**config.mk**
```make
export PLATFORM = sky130hd
export DESIGN_NAME = dtp_timer
export DESIGN_NICKNAME = d
export VERILOG_FILES = /design/src/rtl/dtp_pkg.sv /design/src/rtl/dtp_timer.sv
export SDC_FILE = /design/constraint.sdc
export NUM_CORES = 1
export LEC_CHECK = 0
export BUFFER_PORTS_ARGS = -buffer_cell sky130_fd_sc_hd__buf_2
export CAP_MARGIN = 20
export CORE_ASPECT_RATIO = 1.25
export CORE_MARGIN = 1
export CORE_UTILIZATION = 55
export CTS_CLUSTER_SIZE = 28
export DETAILED_ROUTE_END_ITERATION = 10
export PLACE_DENSITY_LB_ADDON = 0.3
export SKIP_CTS_REPAIR_TIMING = 1
export SLEW_MARGIN = 30
export SYNTH_ARGS = -nofsm -noshare
export SYNTH_HDL_FRONTEND = slang
export SYNTH_SLANG_ARGS = --single-unit
export TNS_END_PERCENT = 1
```
**constraint.sdc**
```tcl
create_clock -name mclk -period 2.9 [get_ports mclk]
set_input_delay 0.145 -clock mclk [delete_from_list [all_inputs] [get_ports mclk]]
set_output_delay 0.145 -clock mclk [all_outputs]
set_load 0.05 [all_outputs]
```
**src/rtl/dtp_pkg.sv**
```systemverilog
// Package with register map, field layout, reset values and timing constants of the timer block.
package dtp_pkg;

	// Register indices; the byte address on the bus is four times the index.
	localparam logic [2:0] IDX_TIMER_COUNT      = 3'h0;
	localparam logic [2:0] IDX_TIMER_CTRL_ONE   = 3'h1;
	localparam logic [2:0] IDX_TIMER_CTRL_TWO   = 3'h2;
	localparam logic [2:0] IDX_PWM_DUTY         = 3'h3;
	localparam logic [2:0] IDX_PRESCALER_COUNT  = 3'h4;
	localparam logic [2:0] IDX_BUZZER_CTRL      = 3'h5;
	localparam logic [2:0] IDX_IR_CTRL          = 3'h6;
	localparam logic [2:0] IDX_TIMER_STATUS     = 3'h7;

	// Field positions in timer_control_one.
	localparam int POS_TIMER_ENABLE      = 0;
	localparam int POS_RELOAD_SELECT     = 1;
	localparam int POS_ONE_SHOT_SELECT   = 2;
	localparam int POS_PWM_POLARITY      = 6;
	localparam int POS_PWM_OUTPUT_ENABLE = 7;

	// Field positions in timer_control_two.
	localparam int POS_PRESCALER_RATE    = 0;
	localparam int POS_PRESCALER_ENABLE_N = 3;
	localparam int POS_EXT_EDGE_SELECT   = 4;
	localparam int POS_CLOCK_SOURCE_SEL  = 5;

	// Field positions in buzzer_control, ir_control and the status register.
	localparam int POS_BUZZER_FREQ_SEL   = 0;
	localparam int POS_BUZZER_ENABLE     = 7;
	localparam int POS_IR_ENABLE         = 0;
	localparam int POS_IR_FREQ_SELECT    = 1;
	localparam int POS_IR_POLARITY       = 2;
	localparam int POS_UNDERFLOW_FLAG    = 0;

	// Readable bits of the two timer control registers; the others read as zero.
	localparam logic [7:0] RD_MASK_CTRL_ONE = 8'h07;
	localparam logic [7:0] RD_MASK_CTRL_TWO = 8'h3f;

	// Reset values, plus the counter's wrap and zero values.
	localparam logic [7:0] RST_TIMER_COUNT     = 8'h00;
	localparam logic [7:0] RST_TIMER_CTRL_ONE  = 8'h00;
	localparam logic [7:0] RST_TIMER_CTRL_TWO  = 8'h3f;
	localparam logic [7:0] RST_PWM_DUTY        = 8'h00;
	localparam logic [7:0] RST_PRESCALER_COUNT = 8'hff;
	localparam logic [7:0] RST_BUZZER_CTRL     = 8'h0f;
	localparam logic [7:0] RST_IR_CTRL         = 8'h00;
	localparam logic [7:0] TIMER_WRAP_VALUE    = 8'hff;
	localparam logic [7:0] TIMER_ZERO          = 8'h00;

	// Timing: system clock, carrier reference and carrier division ratios.
	localparam int MCLK_HZ       = 20_000_000;
	localparam int HOSC_HZ       = 4_000_000;
	localparam int HOSC_DIV      = MCLK_HZ / HOSC_HZ;
	localparam int IR_DIV_HIGH   = 64;
	localparam int IR_DIV_LOW    = 96;
	localparam int INST_DIV      = 2;

	// A pin driven by this block: level and output enable travel together.
	typedef struct packed {
		logic out;
		logic oe;
	} dtp_pin_s;

endpackage

```
**src/rtl/dtp_timer.sv**
```systemverilog
// Down timer with prescaler, PWM, buzzer and IR carrier generator behind an APB slave.
//
// Local design decision: the APB interface to the registers.
`timescale 1ns/1ps

// Operation
// RQ1 - Count register read returns live counter.
// RQ2 - Count write loads reload and counter.
// RQ3 - Timer counts only while enable is set.
// RQ4 - Non-stop, reload-select 0: wrap to 0xff.
// RQ5 - Non-stop, reload-select 1: reload stored value.
// RQ6 - One-shot counts once to zero, stops.
// RQ7 - PWM polarity bit 1 means active low.
// RQ8 - PWM enable puts waveform on pin two.
// RQ9 - Prescaler divides by two to power code+1.
// RQ10 - Prescaler bypassed while its enable_n is set.
// RQ11 - Edge select: 1 falling, 0 rising edges.
// RQ12 - Clock source: instruction clock or external pin.
// RQ13 - PWM inactive until count equals duty.
// RQ14 - Reload sets PWM period, duty sets duty.
// RQ15 - Prescaler value read live, resets all ones.
// RQ16 - Buzzer picks prescaler tap or timer bit.
// RQ17 - IR carrier only while IR enable set.
// RQ18 - IR select: 1 gives 57 kHz, 0 38; the code gives 62.5 kHz and about 41.7 kHz.
// RQ19 - IR polarity decides data level gating carrier.
// RQ20 - IR runs from 4 MHz reference, 64/96.
// RQ21 - Underflow sets sticky flag until cleared.
// RQ22 - IR carrier appears on pin one.
// RQ23 - Disabled timer holds and makes no underflow.
module dtp_timer
	import dtp_pkg::*;
#(
	parameter int INST_DIVIDE = INST_DIV
)
(
	input  wire logic        mclk,
	input  wire logic        rstn,
	input  wire logic        psel,
	input  wire logic        penable,
	input  wire logic        pwrite,
	input  wire logic [31:0] paddr,
	input  wire logic [31:0] pwdata,
	output logic      [31:0] prdata,
	output logic             pready,
	output logic             pslverr,
	input  wire logic        ext_clock_pin,
	input  wire dtp_pin_s    gpio_pin_one,
	input  wire dtp_pin_s    gpio_pin_two,
	output dtp_pin_s         shared_port_pin_one,
	output dtp_pin_s         shared_port_pin_two,
	output logic             underflow_flag
);

	localparam int IR_HALF_HIGH = IR_DIV_HIGH / 2;
	localparam int IR_HALF_LOW  = IR_DIV_LOW / 2;

	logic [7:0]  timer_count_ff;
	logic [7:0]  nxt_timer_count;
	logic [7:0]  reload_ff;
	logic [7:0]  ctrl_one_ff;
	logic [7:0]  ctrl_two_ff;
	logic [7:0]  pwm_duty_ff;
	logic [7:0]  presc_ff;
	logic [7:0]  buzzer_ctrl_ff;
	logic [7:0]  ir_ctrl_ff;
	logic        underflow_flag_ff;
	logic        stopped_ff;
	logic        enable_d_ff;
	logic        pwm_active_ff;
	logic        buzzer_level;
	logic [31:0] prdata_ff;
	logic        pready_ff;
	logic        pslverr_ff;
	logic        ext_sync1_ff;
	logic        ext_sync2_ff;
	logic        ext_prev_ff;
	logic [7:0]  inst_cnt_ff;
	logic        inst_tick;
	logic        ext_edge;
	logic        src_tick;
	logic        presc_tick;
	logic        timer_tick;
	logic        underflow;
	logic [2:0]  hosc_cnt_ff;
	logic        hosc_tick;
	logic [6:0]  ir_cnt_ff;
	logic        ir_carrier_ff;
	logic        ir_gate;
	dtp_pin_s    pin_one_ff;
	dtp_pin_s    pin_two_ff;

	logic        reg_valid;
	logic [2:0]  reg_idx;
	logic        wr_en;
	logic        timer_enable;
	logic [2:0]  presc_rate;

	// True when the bus address names one of the eight word-aligned registers.
	function automatic logic addr_hit(input logic [31:0] addr);
		addr_hit = (addr[31:5] == 27'h0) && (addr[1:0] == 2'h0);
	endfunction

	assign reg_valid    = addr_hit(paddr);
	assign reg_idx      = paddr[4:2];
	assign wr_en        = psel && penable && pready_ff && pwrite && reg_valid;
	assign timer_enable = ctrl_one_ff[POS_TIMER_ENABLE];
	assign presc_rate   = ctrl_two_ff[POS_PRESCALER_RATE +: 3];

	// The slave answers with one registered cycle so that every bus output comes from a flop.
	always_ff @(posedge mclk or negedge rstn)
	begin
		if (!rstn)
		begin
			pready_ff  <= 1'b0;
			pslverr_ff <= 1'b0;
		end
		else
		begin
			pready_ff  <= psel && !penable;
			pslverr_ff <= psel && !penable && !reg_valid;
		end
	end

	// Read data is captured in the setup cycle, the moment of the read.
	always_ff @(posedge mclk or negedge rstn)
	begin
		if (!rstn)
			prdata_ff <= 32'h0;
		else if (psel && !penable && !pwrite && reg_valid)
		begin
			case (reg_idx)
				IDX_TIMER_COUNT:     prdata_ff <= {24'h0, timer_count_ff}; // RQ1
				IDX_TIMER_CTRL_ONE:  prdata_ff <= {24'h0, ctrl_one_ff & RD_MASK_CTRL_ONE};
				IDX_TIMER_CTRL_TWO:  prdata_ff <= {24'h0, ctrl_two_ff & RD_MASK_CTRL_TWO};
				IDX_PRESCALER_COUNT: prdata_ff <= {24'h0, presc_ff}; // RQ15
				IDX_TIMER_STATUS:    prdata_ff <= {31'h0, underflow_flag_ff};
				default:             prdata_ff <= 32'h0;
			endcase
		end
		// Any setup that is not a mapped read clears stale data, so a refused access reads zero.
		else if (!penable)
			prdata_ff <= 32'h0;
	end

	// Control registers written by software.
	always_ff @(posedge mclk or negedge rstn)
	begin
		if (!rstn)
		begin
			ctrl_one_ff    <= RST_TIMER_CTRL_ONE;
			ctrl_two_ff    <= RST_TIMER_CTRL_TWO;
			pwm_duty_ff    <= RST_PWM_DUTY;
			buzzer_ctrl_ff <= RST_BUZZER_CTRL;
			ir_ctrl_ff     <= RST_IR_CTRL;
		end
		else if (wr_en)
		begin
			case (reg_idx)
				IDX_TIMER_CTRL_ONE: ctrl_one_ff    <= pwdata[7:0];
				IDX_TIMER_CTRL_TWO: ctrl_two_ff    <= pwdata[7:0];
				IDX_PWM_DUTY:       pwm_duty_ff    <= pwdata[7:0]; // RQ14
				IDX_BUZZER_CTRL:    buzzer_ctrl_ff <= pwdata[7:0];
				IDX_IR_CTRL:        ir_ctrl_ff     <= pwdata[7:0];
				default:            ctrl_one_ff    <= ctrl_one_ff;
			endcase
		end
	end

	// External clock pin crosses into mclk through two flops before the edge detector.
	always_ff @(posedge mclk or negedge rstn)
	begin
		if (!rstn)
		begin
			ext_sync1_ff <= 1'b0;
			ext_sync2_ff <= 1'b0;
			ext_prev_ff  <= 1'b0;
		end
		else
		begin
			ext_sync1_ff <= ext_clock_pin;
			ext_sync2_ff <= ext_sync1_ff;
			ext_prev_ff  <= ext_sync2_ff;
		end
	end

	// Edge select picks falling or rising transitions of the pin.
	assign ext_edge = ctrl_two_ff[POS_EXT_EDGE_SELECT] ? (ext_prev_ff && !ext_sync2_ff)
		: (!ext_prev_ff && ext_sync2_ff); // RQ11

	// Instruction clock is a divided enable of mclk.
	always_ff @(posedge mclk or negedge rstn)
	begin
		if (!rstn)
			inst_cnt_ff <= 8'h0;
		else if (inst_tick)
			inst_cnt_ff <= 8'h0;
		else
			inst_cnt_ff <= inst_cnt_ff + 8'h1;
	end

	assign inst_tick = (inst_cnt_ff == 8'(INST_DIVIDE - 1));
	assign src_tick  = ctrl_two_ff[POS_CLOCK_SOURCE_SEL] ? ext_edge : inst_tick; // RQ12

	// The prescaler counts down; tap k toggles every 2 to the k source ticks.
	always_ff @(posedge mclk or negedge rstn)
	begin
		if (!rstn)
			presc_ff <= RST_PRESCALER_COUNT; // RQ15
		else if (src_tick && timer_enable)
			presc_ff <= presc_ff - 8'h1;
	end

	// A division of 2^(code+1) ends when the low code+1 bits reach zero.
	assign presc_tick = src_tick && timer_enable
		&& ((presc_ff & ((8'h2 << presc_rate) - 8'h1)) == 8'h0); // RQ9
	// Changing the rate with the prescaler live can cut a period short; hence the bypass.
	assign timer_tick = ctrl_two_ff[POS_PRESCALER_ENABLE_N] ? src_tick : presc_tick; // RQ10

	assign underflow = timer_tick && timer_enable && !stopped_ff
		&& (timer_count_ff == TIMER_ZERO);

	always_comb
	begin
		nxt_timer_count = timer_count_ff;
		if (timer_tick && timer_enable && !stopped_ff) // RQ3 RQ23
		begin
			if (timer_count_ff != TIMER_ZERO)
				nxt_timer_count = timer_count_ff - 8'h1;
			else if (ctrl_one_ff[POS_ONE_SHOT_SELECT])
				nxt_timer_count = TIMER_ZERO; // RQ6
			else if (ctrl_one_ff[POS_RELOAD_SELECT])
				nxt_timer_count = reload_ff; // RQ5 RQ14
			else
				nxt_timer_count = TIMER_WRAP_VALUE; // RQ4
		end
	end

	// A count write loads both counter and reload value and rearms a finished one-shot.
	always_ff @(posedge mclk or negedge rstn)
	begin
		if (!rstn)
		begin
			timer_count_ff <= RST_TIMER_COUNT;
			reload_ff      <= RST_TIMER_COUNT;
			stopped_ff     <= 1'b0;
		end
		else if (wr_en && (reg_idx == IDX_TIMER_COUNT))
		begin
			timer_count_ff <= pwdata[7:0]; // RQ2
			reload_ff      <= pwdata[7:0]; // RQ2
			stopped_ff     <= 1'b0;
		end
		else
		begin
			timer_count_ff <= nxt_timer_count;
			if (underflow && ctrl_one_ff[POS_ONE_SHOT_SELECT])
				stopped_ff <= 1'b1; // RQ6
			else if (!ctrl_one_ff[POS_ONE_SHOT_SELECT])
				stopped_ff <= 1'b0;
		end
	end

	// Underflow flag is sticky; a write of one clears it, but a new underflow wins.
	always_ff @(posedge mclk or negedge rstn)
	begin
		if (!rstn)
			underflow_flag_ff <= 1'b0;
		else if (underflow)
			underflow_flag_ff <= 1'b1; // RQ21
		else if (wr_en && (reg_idx == IDX_TIMER_STATUS) && pwdata[POS_UNDERFLOW_FLAG])
			underflow_flag_ff <= 1'b0;
	end

	// PWM goes active on duty match and returns inactive on underflow or on enable.
	always_ff @(posedge mclk or negedge rstn)
	begin
		if (!rstn)
		begin
			enable_d_ff   <= 1'b0;
			pwm_active_ff <= 1'b0;
		end
		else
		begin
			enable_d_ff <= timer_enable;
			if ((timer_enable && !enable_d_ff) || underflow)
				pwm_active_ff <= 1'b0; // RQ13
			else if (timer_enable && (nxt_timer_count == pwm_duty_ff))
				pwm_active_ff <= 1'b1; // RQ13 RQ14
		end
	end

	// Buzzer taps a prescaler bit or a timer count bit.
	always_comb
	begin
		if (buzzer_ctrl_ff[POS_BUZZER_FREQ_SEL + 3])
			buzzer_level = timer_count_ff[buzzer_ctrl_ff[POS_BUZZER_FREQ_SEL +: 3]]; // RQ16
		else
			buzzer_level = presc_ff[buzzer_ctrl_ff[POS_BUZZER_FREQ_SEL +: 3]]; // RQ16
	end

	// The 4 MHz reference is an enable derived from mclk.
	always_ff @(posedge mclk or negedge rstn)
	begin
		if (!rstn)
			hosc_cnt_ff <= 3'h0;
		else if (hosc_tick)
			hosc_cnt_ff <= 3'h0;
		else
			hosc_cnt_ff <= hosc_cnt_ff + 3'h1;
	end

	assign hosc_tick = (hosc_cnt_ff == 3'(HOSC_DIV - 1)); // RQ20

	// Carrier toggles every half ratio of reference ticks, giving 64 or 96 per period.
	always_ff @(posedge mclk or negedge rstn)
	begin
		if (!rstn)
		begin
			ir_cnt_ff     <= 7'h0;
			ir_carrier_ff <= 1'b0;
		end
		else if (!ir_ctrl_ff[POS_IR_ENABLE])
		begin
			ir_cnt_ff     <= 7'h0; // RQ17
			ir_carrier_ff <= 1'b0;
		end
		else if (hosc_tick)
		begin
			// A count already past the limit after a frequency change ends the half period at once.
			if (ir_cnt_ff >= (ir_ctrl_ff[POS_IR_FREQ_SELECT] ? 7'(IR_HALF_HIGH - 1)
				: 7'(IR_HALF_LOW - 1))) // RQ18 RQ20
			begin
				ir_cnt_ff     <= 7'h0;
				ir_carrier_ff <= !ir_carrier_ff;
			end
			else
				ir_cnt_ff <= ir_cnt_ff + 7'h1;
		end
	end

	assign ir_gate = gpio_pin_one.out ^ ir_ctrl_ff[POS_IR_POLARITY]; // RQ19

	// Pin multiplexers; PWM takes pin two ahead of the buzzer when both are enabled.
	always_ff @(posedge mclk or negedge rstn)
	begin
		if (!rstn)
		begin
			pin_one_ff <= '0;
			pin_two_ff <= '0;
		end
		else
		begin
			if (ir_ctrl_ff[POS_IR_ENABLE])
				pin_one_ff <= '{out: ir_carrier_ff && ir_gate, oe: 1'b1}; // RQ22
			else
				pin_one_ff <= gpio_pin_one;
			if (ctrl_one_ff[POS_PWM_OUTPUT_ENABLE])
				pin_two_ff <= '{out: pwm_active_ff ^ ctrl_one_ff[POS_PWM_POLARITY],
					oe: 1'b1}; // RQ7 RQ8
			else if (buzzer_ctrl_ff[POS_BUZZER_ENABLE])
				pin_two_ff <= '{out: buzzer_level, oe: 1'b1}; // RQ16
			else
				pin_two_ff <= gpio_pin_two; // RQ8
		end
	end

	assign prdata              = prdata_ff;
	assign pready              = pready_ff;
	assign pslverr             = pslverr_ff;
	assign shared_port_pin_one = pin_one_ff;
	assign shared_port_pin_two = pin_two_ff;
	assign underflow_flag      = underflow_flag_ff;

endmodule

```
* Word-level counts from Yosys, hierarchy flattened
Cells that the tools add are included.
Storage, ports and cells: register bits after elaboration 121, bits of input ports 74, word-level logic and storage cells 133
Operators by class: add/sub/neg operators 6, order comparisons 2, equal/unequal tests 14, shifts and indexed selects 1, mux-type cells 35, bitwise gates (word level) 3, reduce and logical (&&, ||, !) cells 46
Operators by type and width (number):
- 32-bit two-way mux | 2
- 8-bit two-way mux | 6
- 8-bit case mux with 5 select lines | 1
- 27-bit zero test | 1
- 8-bit by 1-bit subtractor with 8-bit output, second input constant | 3
- 1-bit logical AND | 23
- 7-bit two-way mux | 3
- 8-bit zero test | 2
- 1-bit two-way mux | 16
- 3-bit equality test, second input constant | 5
- 2-bit AND reduction | 6
- 8-bit by 1-bit adder with 8-bit output, second input constant | 1
- 8-bit bitwise AND | 1
- 8-bit by 1-bit equality test with 1-bit output, second input constant | 1
- 8-bit equality test | 1
- 1-bit zero test | 8
- 8-bit nonzero test | 1
- 2-bit by 3-bit left shift with 8-bit output, first input constant | 1
- 7-bit by 1-bit adder with 7-bit output, second input constant | 1
- 7-bit by 6-bit greater-or-equal comparator with 1-bit output | 1
- 1-bit binary-select mux with 3-bit select | 2
- 3-bit by 2-bit equality test with 1-bit output, second input constant | 2
- 2-bit two-way mux | 3
- 6-bit two-way mux | 1
- other kinds (11) | 15

* Depth between registers and ports, before layout
depth after elaboration 14, mapped depth 10, mapped depth without buffers 9

* Least setup slack after synthesis
No wires, ideal clock.
path type reg2reg, start register timer_count_ff[0], end register pwm_active_ff, data arrival time 2289 ps, required time 2805 ps, path slack 516 ps, cell stages (with the launch flop) 11, period minus slack after synthesis 2384 ps, path through dfrtp_1 -> clkbuf_1 -> inv_1 -> ha_1 -> or3b_2 -> a2111o_1 -> o21ai_1 -> xnor2_1 -> and3_1 -> a31oi_1 -> o31ai_1
On the way: word-level cells in the longest chain between the ends 6, elaborated cells on any way between the ends 11, those cells by class add/sub: 1; eq/ne: 1; mux: 3; reduce/logical: 6
Ends and longest elaborated chain:
- start, declared | RTL line dtp_timer.sv:57 | logic [7:0] timer_count_ff;
- start signal, assigned | RTL line dtp_timer.sv:249 | timer_count_ff <= pwdata[7:0];
- start signal, assigned | RTL line dtp_timer.sv:255 | timer_count_ff <= nxt_timer_count;
- 8-bit by 1-bit subtractor with 8-bit output or 8-bit nonzero test (tied branches) | RTL line dtp_timer.sv:228, dtp_timer.sv:227
- 8-bit two-way mux | RTL line dtp_timer.sv:227 | if (timer_count_ff != TIMER_ZERO)
- 8-bit two-way mux | RTL line dtp_timer.sv:225 | if (timer_tick && timer_enable && !stopped_ff)
- 8-bit equality test | RTL line dtp_timer.sv:287 | else if (timer_enable && (nxt_timer_count == pwm_duty_ff))
- 1-bit logical AND | RTL line dtp_timer.sv:287
- 2-bit nonzero test (no source line)
- end signal, assigned | RTL line dtp_timer.sv:280 | pwm_active_ff <= 1'b0;
- end signal, assigned | RTL line dtp_timer.sv:286 | pwm_active_ff <= 1'b0;
- end signal, assigned | RTL line dtp_timer.sv:288 | pwm_active_ff <= 1'b1;
- end, declared | RTL line dtp_timer.sv:69 | logic pwm_active_ff;
Several ways; a longest one is shown, not always the timed one. A chain may end at the register's enable or synchronous reset.

* Worst setup path in the final report
start register timer_count_ff[1], end register pwm_active_ff
Same word-level chain as after synthesis.

==> results.md <==
- Counting I/O delays and the setup requirement, the final critical path takes 2.56 ns.
- Compared with the post-synthesis result, the final layout area differs by 12.9%.
- The final hold slack is -0.0258 ns.
- The final estimated routing congestion in global placement is 0.904.
- The maximum buffer depth of the clock tree is 2.
- At the end of the flow the core is filled with cells to 0.645.
- The run finished, with violations left.
- The final-layout setup total negative slack is 0 ns.
- Of the synthesized area, sequential elements account for 0.458.
- The core footprint is 8800 um^2.
- In this run the critical register-to-register path is launched from timer_count_ff[1].
- The analysis attributes to net switching a power of 0.000604 W.
- The cell-internal power is 0.00174 W.
- The max-slew violation count was 0.
- The number of core rows is 38.
- The number of buffers and inverters on the critical path is 1.
- Along the worst hold path, the cell count comes to 2.
- The slowest cell on the critical path is sky130_fd_sc_hd__or3b_2.
- The clock transition at the register clock pins on the worst setup and hold paths after CTS is 0.09 ns.
- The hold path startpoint is gpio_pin_one[1].
- The share of total power dissipated in the clock network is 0.372.
- The number of max-cap violations is 0.
- The biggest area contributor in the post-synthesis netlist is sky130_fd_sc_hd__dfrtp_1.
- The HPWL after detailed placement is 8560 um.
- The floorplan step defined a die boundary enclosing 9520 um^2.
- Of the total power, combinational logic draws 0.084.
- TritonCTS built the clock tree.
- Dividing the final minimum period by the clock period gives 0.881.
- The violation count after the first detailed-route iteration is 208.
- The worst setup path is captured at a flop.
- In this run the remaining antenna-violating nets after routing total 0.
- In the global route stage, met2 resource usage came out at 0.444.
- The maximum level of the CTS H-tree is 3.
- In the routed design, unresolved DRC markers number 0.
- The maximum single-stage delay on the critical path is 0.50 ns.
- The global-route wire length before repair is 19,100 um.
- Averaged over all synthesized cells, the footprint is 10.0 um^2.
- The count of warnings emitted by yosys is 0.
- For this run, the total global-route usage over all layers was measured as 0.265.
- The classification of the worst setup path is reg -> reg.
- The number of cells on the worst reg-to-reg path is 9.
- The required time of the critical path is 3.17 ns.
- The count of buffers added on input and output ports is 64.
- The biggest fanout along the worst timing path is 7.
- The worst clock skew is 0.0148 ns.
- In this run, synthesis inferred 0 flip-flops with an integrated enable.
- The clock reaches the later pin of the worst-skew pair after 0.38 ns.
- Using the TritonRoute via totals, the vias-per-cell ratio works out to 5.68.
- The vertical extent of the die is 109 um.
- The remaining max-slew budget at the tightest pin is 0.638.
- Walking the worst path, the cells encountered are inv_1, ha_1, or3b_2, a2111o_1, o21ai_1, xnor2_1, and3_1, a31oi_1, o31ai_1.
- Setup repair after global routing left no endpoint under its margin.
- CTS placed an instance of sky130_fd_sc_hd__clkbuf_8 at the clock tree root.
- The number of antenna cells inserted is 0.
- After synthesis the cells add up to 5020 um^2.
- The count of different cell masters after synthesis is 62.
- After detailed routing, the total wire length is 11,700 um.
- The switching fraction of total power is 0.257.
- The fraction of registers with async set/reset is 1.00.
- After technology mapping, the gate count stands at 502.
- The final net count is 658.
- The number of buffers created by CTS is 9.
- STA puts the critical path data arrival time at 2.83 ns.
- The largest net degree at the start of global routing is 35.
- In the global route stage, met1 resource usage came out at 0.329.
- The actual slew at the worst max-slew pin is 0.542 ns.
- The share of total power dissipated in sequential elements is 0.544.
- The static leakage is 2.56 nW.
- The number of endpoints with negative hold slack in the final report is 1.
- The global routing stage identified its most utilized layer as met2.
- By area the synthesized netlist is led by sky130_fd_sc_hd__dfrtp_1 (36%), sky130_fd_sc_hd__dfstp_2 (9.4%), sky130_fd_sc_hd__mux2_2 (6.1%), sky130_fd_sc_hd__o21ai_0 (3.6%), sky130_fd_sc_hd__buf_4 (3.6%).
- The capture endpoint of the worst hold path is shared_port_pin_one[1].
- The multi-input combinational cells in the finished layout cover a total of 2480 um^2.
- The power per cell area is 414 nW/um^2.
- The predominant post-synthesis flop cell is sky130_fd_sc_hd__dfrtp_1.
- The width of the die is 87.5 um.
- Counting the fill cells in the layout gives 737.
- The final reports fail on negative hold slack.
- The routed layout has 3,967 vias.
- The worst vdd rail ir drop is 276 uV.
- The worst hold path belongs to the class in -> reg.
- The post-synthesis sequential element count is 91.
- The slack of the worst reg-to-reg path is 0.34 ns.
- The clock net in this run drives a total of 91 sinks.
- The endpoint of the lowest-slack register-to-register path is pwm_active_ff.
- The sort of element at the start of the critical path is a flop.
- The via count of the first global-routing pass is 3,898.
- Dividing the detail-routed wire length by the instance count gives 16.8 um.
- The number of search-and-repair iterations in the first detailed-routing pass is 4.
- For met3 alone, demand over resource in global routing was 0.0363.
- The share of final-layout standard cells stronger than drive strength 1 is 0.269.
- Setup violations remaining at the end of the flow were counted as 0.
- The initial antenna violation count is 0.
- Timing would allow up to 391 MHz.
- Of the post-synthesis cell area, the dominant cell type holds 0.364.
- For this configuration, the core starts out at a cell density of 0.571.
- 113 I/O pins were placed.
- Across the whole layout, storage elements account for 2300 um^2.
- Global routing finished with a remaining overflow of 0.
- Among cell families on the critical path, the largest total delay comes from compound AO/OA/AOI/OAI gates.
-- cells in the mapped netlist (all sizes together), types with 6 or more instances --
master / n
a211oi: 6
a21oi: 22
a31oi: 8
and3: 7
buf: 28
clkbuf: 16
dfrtp: 73
dfstp: 18
ha: 10
inv: 21
mux2: 27
mux2i: 14
nand2: 37
nand2b: 6
nand3: 16
nor2: 39
nor2b: 7
nor3: 7
nor4: 10
o21ai: 45
or3: 6
xnor2: 17
xor2: 8
-- stage by stage --
step                      cells  total power (W)  setup slack, ns  hold WS [ns]  cell area [um^2]
after floorplan             525          0.00144            0.516        -0.151              5110
after global placement      679          0.00149            0.428         0.105              5440
after detailed placement    679          0.00150            0.389         0.112              5440
after CTS                   695          0.00236            0.357        -0.289              5640
after global routing        699          0.00242            0.159        0.0149              5680
final                       699          0.00235            0.344       -0.0258              5680
-- placed cells by master, fill, tap and decap left out, types with 9 or more instances in the layout --
cell	Yosys	layout
sky130_fd_sc_hd__buf_4	24	15
sky130_fd_sc_hd__nor4_1	9	9
sky130_fd_sc_hd__mux2_2	27	27
sky130_fd_sc_hd__a21oi_1	22	22
sky130_fd_sc_hd__ha_1	10	10
sky130_fd_sc_hd__nand3_1	16	16
sky130_fd_sc_hd__o21ai_1	9	9
sky130_fd_sc_hd__buf_2	3	63
sky130_fd_sc_hd__mux2i_1	13	13
sky130_fd_sc_hd__dfstp_2	18	18
sky130_fd_sc_hd__nor2_1	39	39
sky130_fd_sc_hd__inv_1	21	21
sky130_fd_sc_hd__clkbuf_8	0	10
sky130_fd_sc_hd__xnor2_1	17	17
sky130_fd_sc_hd__o21ai_0	36	36
sky130_fd_sc_hd__dfrtp_1	73	73
sky130_fd_sc_hd__nand2_1	36	36
sky130_fd_sc_hd__conb_1	1	24
-- state kept, by name, summed over array words and instances, names as in the netlist, 2 cells and up --
name,count
pwm_duty_ff,8
shared_port_pin_one,2
prdata,8
ctrl_two_ff,6
inst_cnt_ff,8
ctrl_one_ff,5
ir_cnt_ff,7
shared_port_pin_two,2
presc_ff,8
buzzer_ctrl_ff,5
hosc_cnt_ff,3
timer_count_ff,8
ir_ctrl_ff,3
reload_ff,8
-- worst max path at each step --
stage               slack (ns)  cells past startpoint             to         startpoint
floorplan                 0.52                     10  pwm_active_ff  timer_count_ff[0]
global placement          0.43                      9  pwm_active_ff  timer_count_ff[1]
detailed placement        0.39                      9  pwm_active_ff  timer_count_ff[1]
CTS                       0.36                      9  pwm_active_ff  timer_count_ff[1]
global route              0.16                      9  pwm_active_ff  timer_count_ff[1]
finish                    0.34                      9  pwm_active_ff  timer_count_ff[1]
-- power by group through the flow --
stage          clock network [W]  logic (W)  registers [W]
2_1_floorplan                  0   0.000123        0.00132
3_3_place_gp                   0   0.000191        0.00130
3_5_place_dp                   0   0.000194        0.00130
4_1_cts                 0.000887   0.000195        0.00128
5_1_grt                 0.000929   0.000214        0.00128
6_report                0.000873   0.000198        0.00128
-- layout make-up --
type,instances,area share
multi-input cells,369,0.437
well taps,120,0.0265
inverters,21,0.0139
clock buffers,12,0.0256
flip-flops and latches,91,0.405
repair buffers,82,0.0825
clock inverters,4,0.00904
-- routing by layer --
| metal | routed length, um | share of wire |
|---|---|---|
| met1 | 4850 | 0.41 |
| met2 | 5880 | 0.50 |
| met3 | 527 | 0.045 |
| met4 | 475 | 0.041 |
| met5 | 0 | 0 |
-- cells by family after synthesis --
group / share of synthesized area
AO/OA/AOI/OAI: 0.133
XOR/XNOR: 0.0436
adder cells (fa/ha/maj): 0.0249
buffers and inverters: 0.0672
flip-flops: 0.458
multiplexers: 0.112
other: 0.000746
AND/OR/NAND/NOR: 0.160
-- worst register-to-register path, cell delays in order, from the launching register on --
cell	delay, ns
sky130_fd_sc_hd__dfrtp_1	0.49
sky130_fd_sc_hd__inv_1	0.12
sky130_fd_sc_hd__ha_1	0.16
sky130_fd_sc_hd__or3b_2	0.50
sky130_fd_sc_hd__a2111o_1	0.40
sky130_fd_sc_hd__o21ai_1	0.13
sky130_fd_sc_hd__xnor2_1	0.14
sky130_fd_sc_hd__and3_1	0.18
sky130_fd_sc_hd__a31oi_1	0.09
sky130_fd_sc_hd__o31ai_1	0.23
No activity file was read; power rests on OpenSTA's default activity.
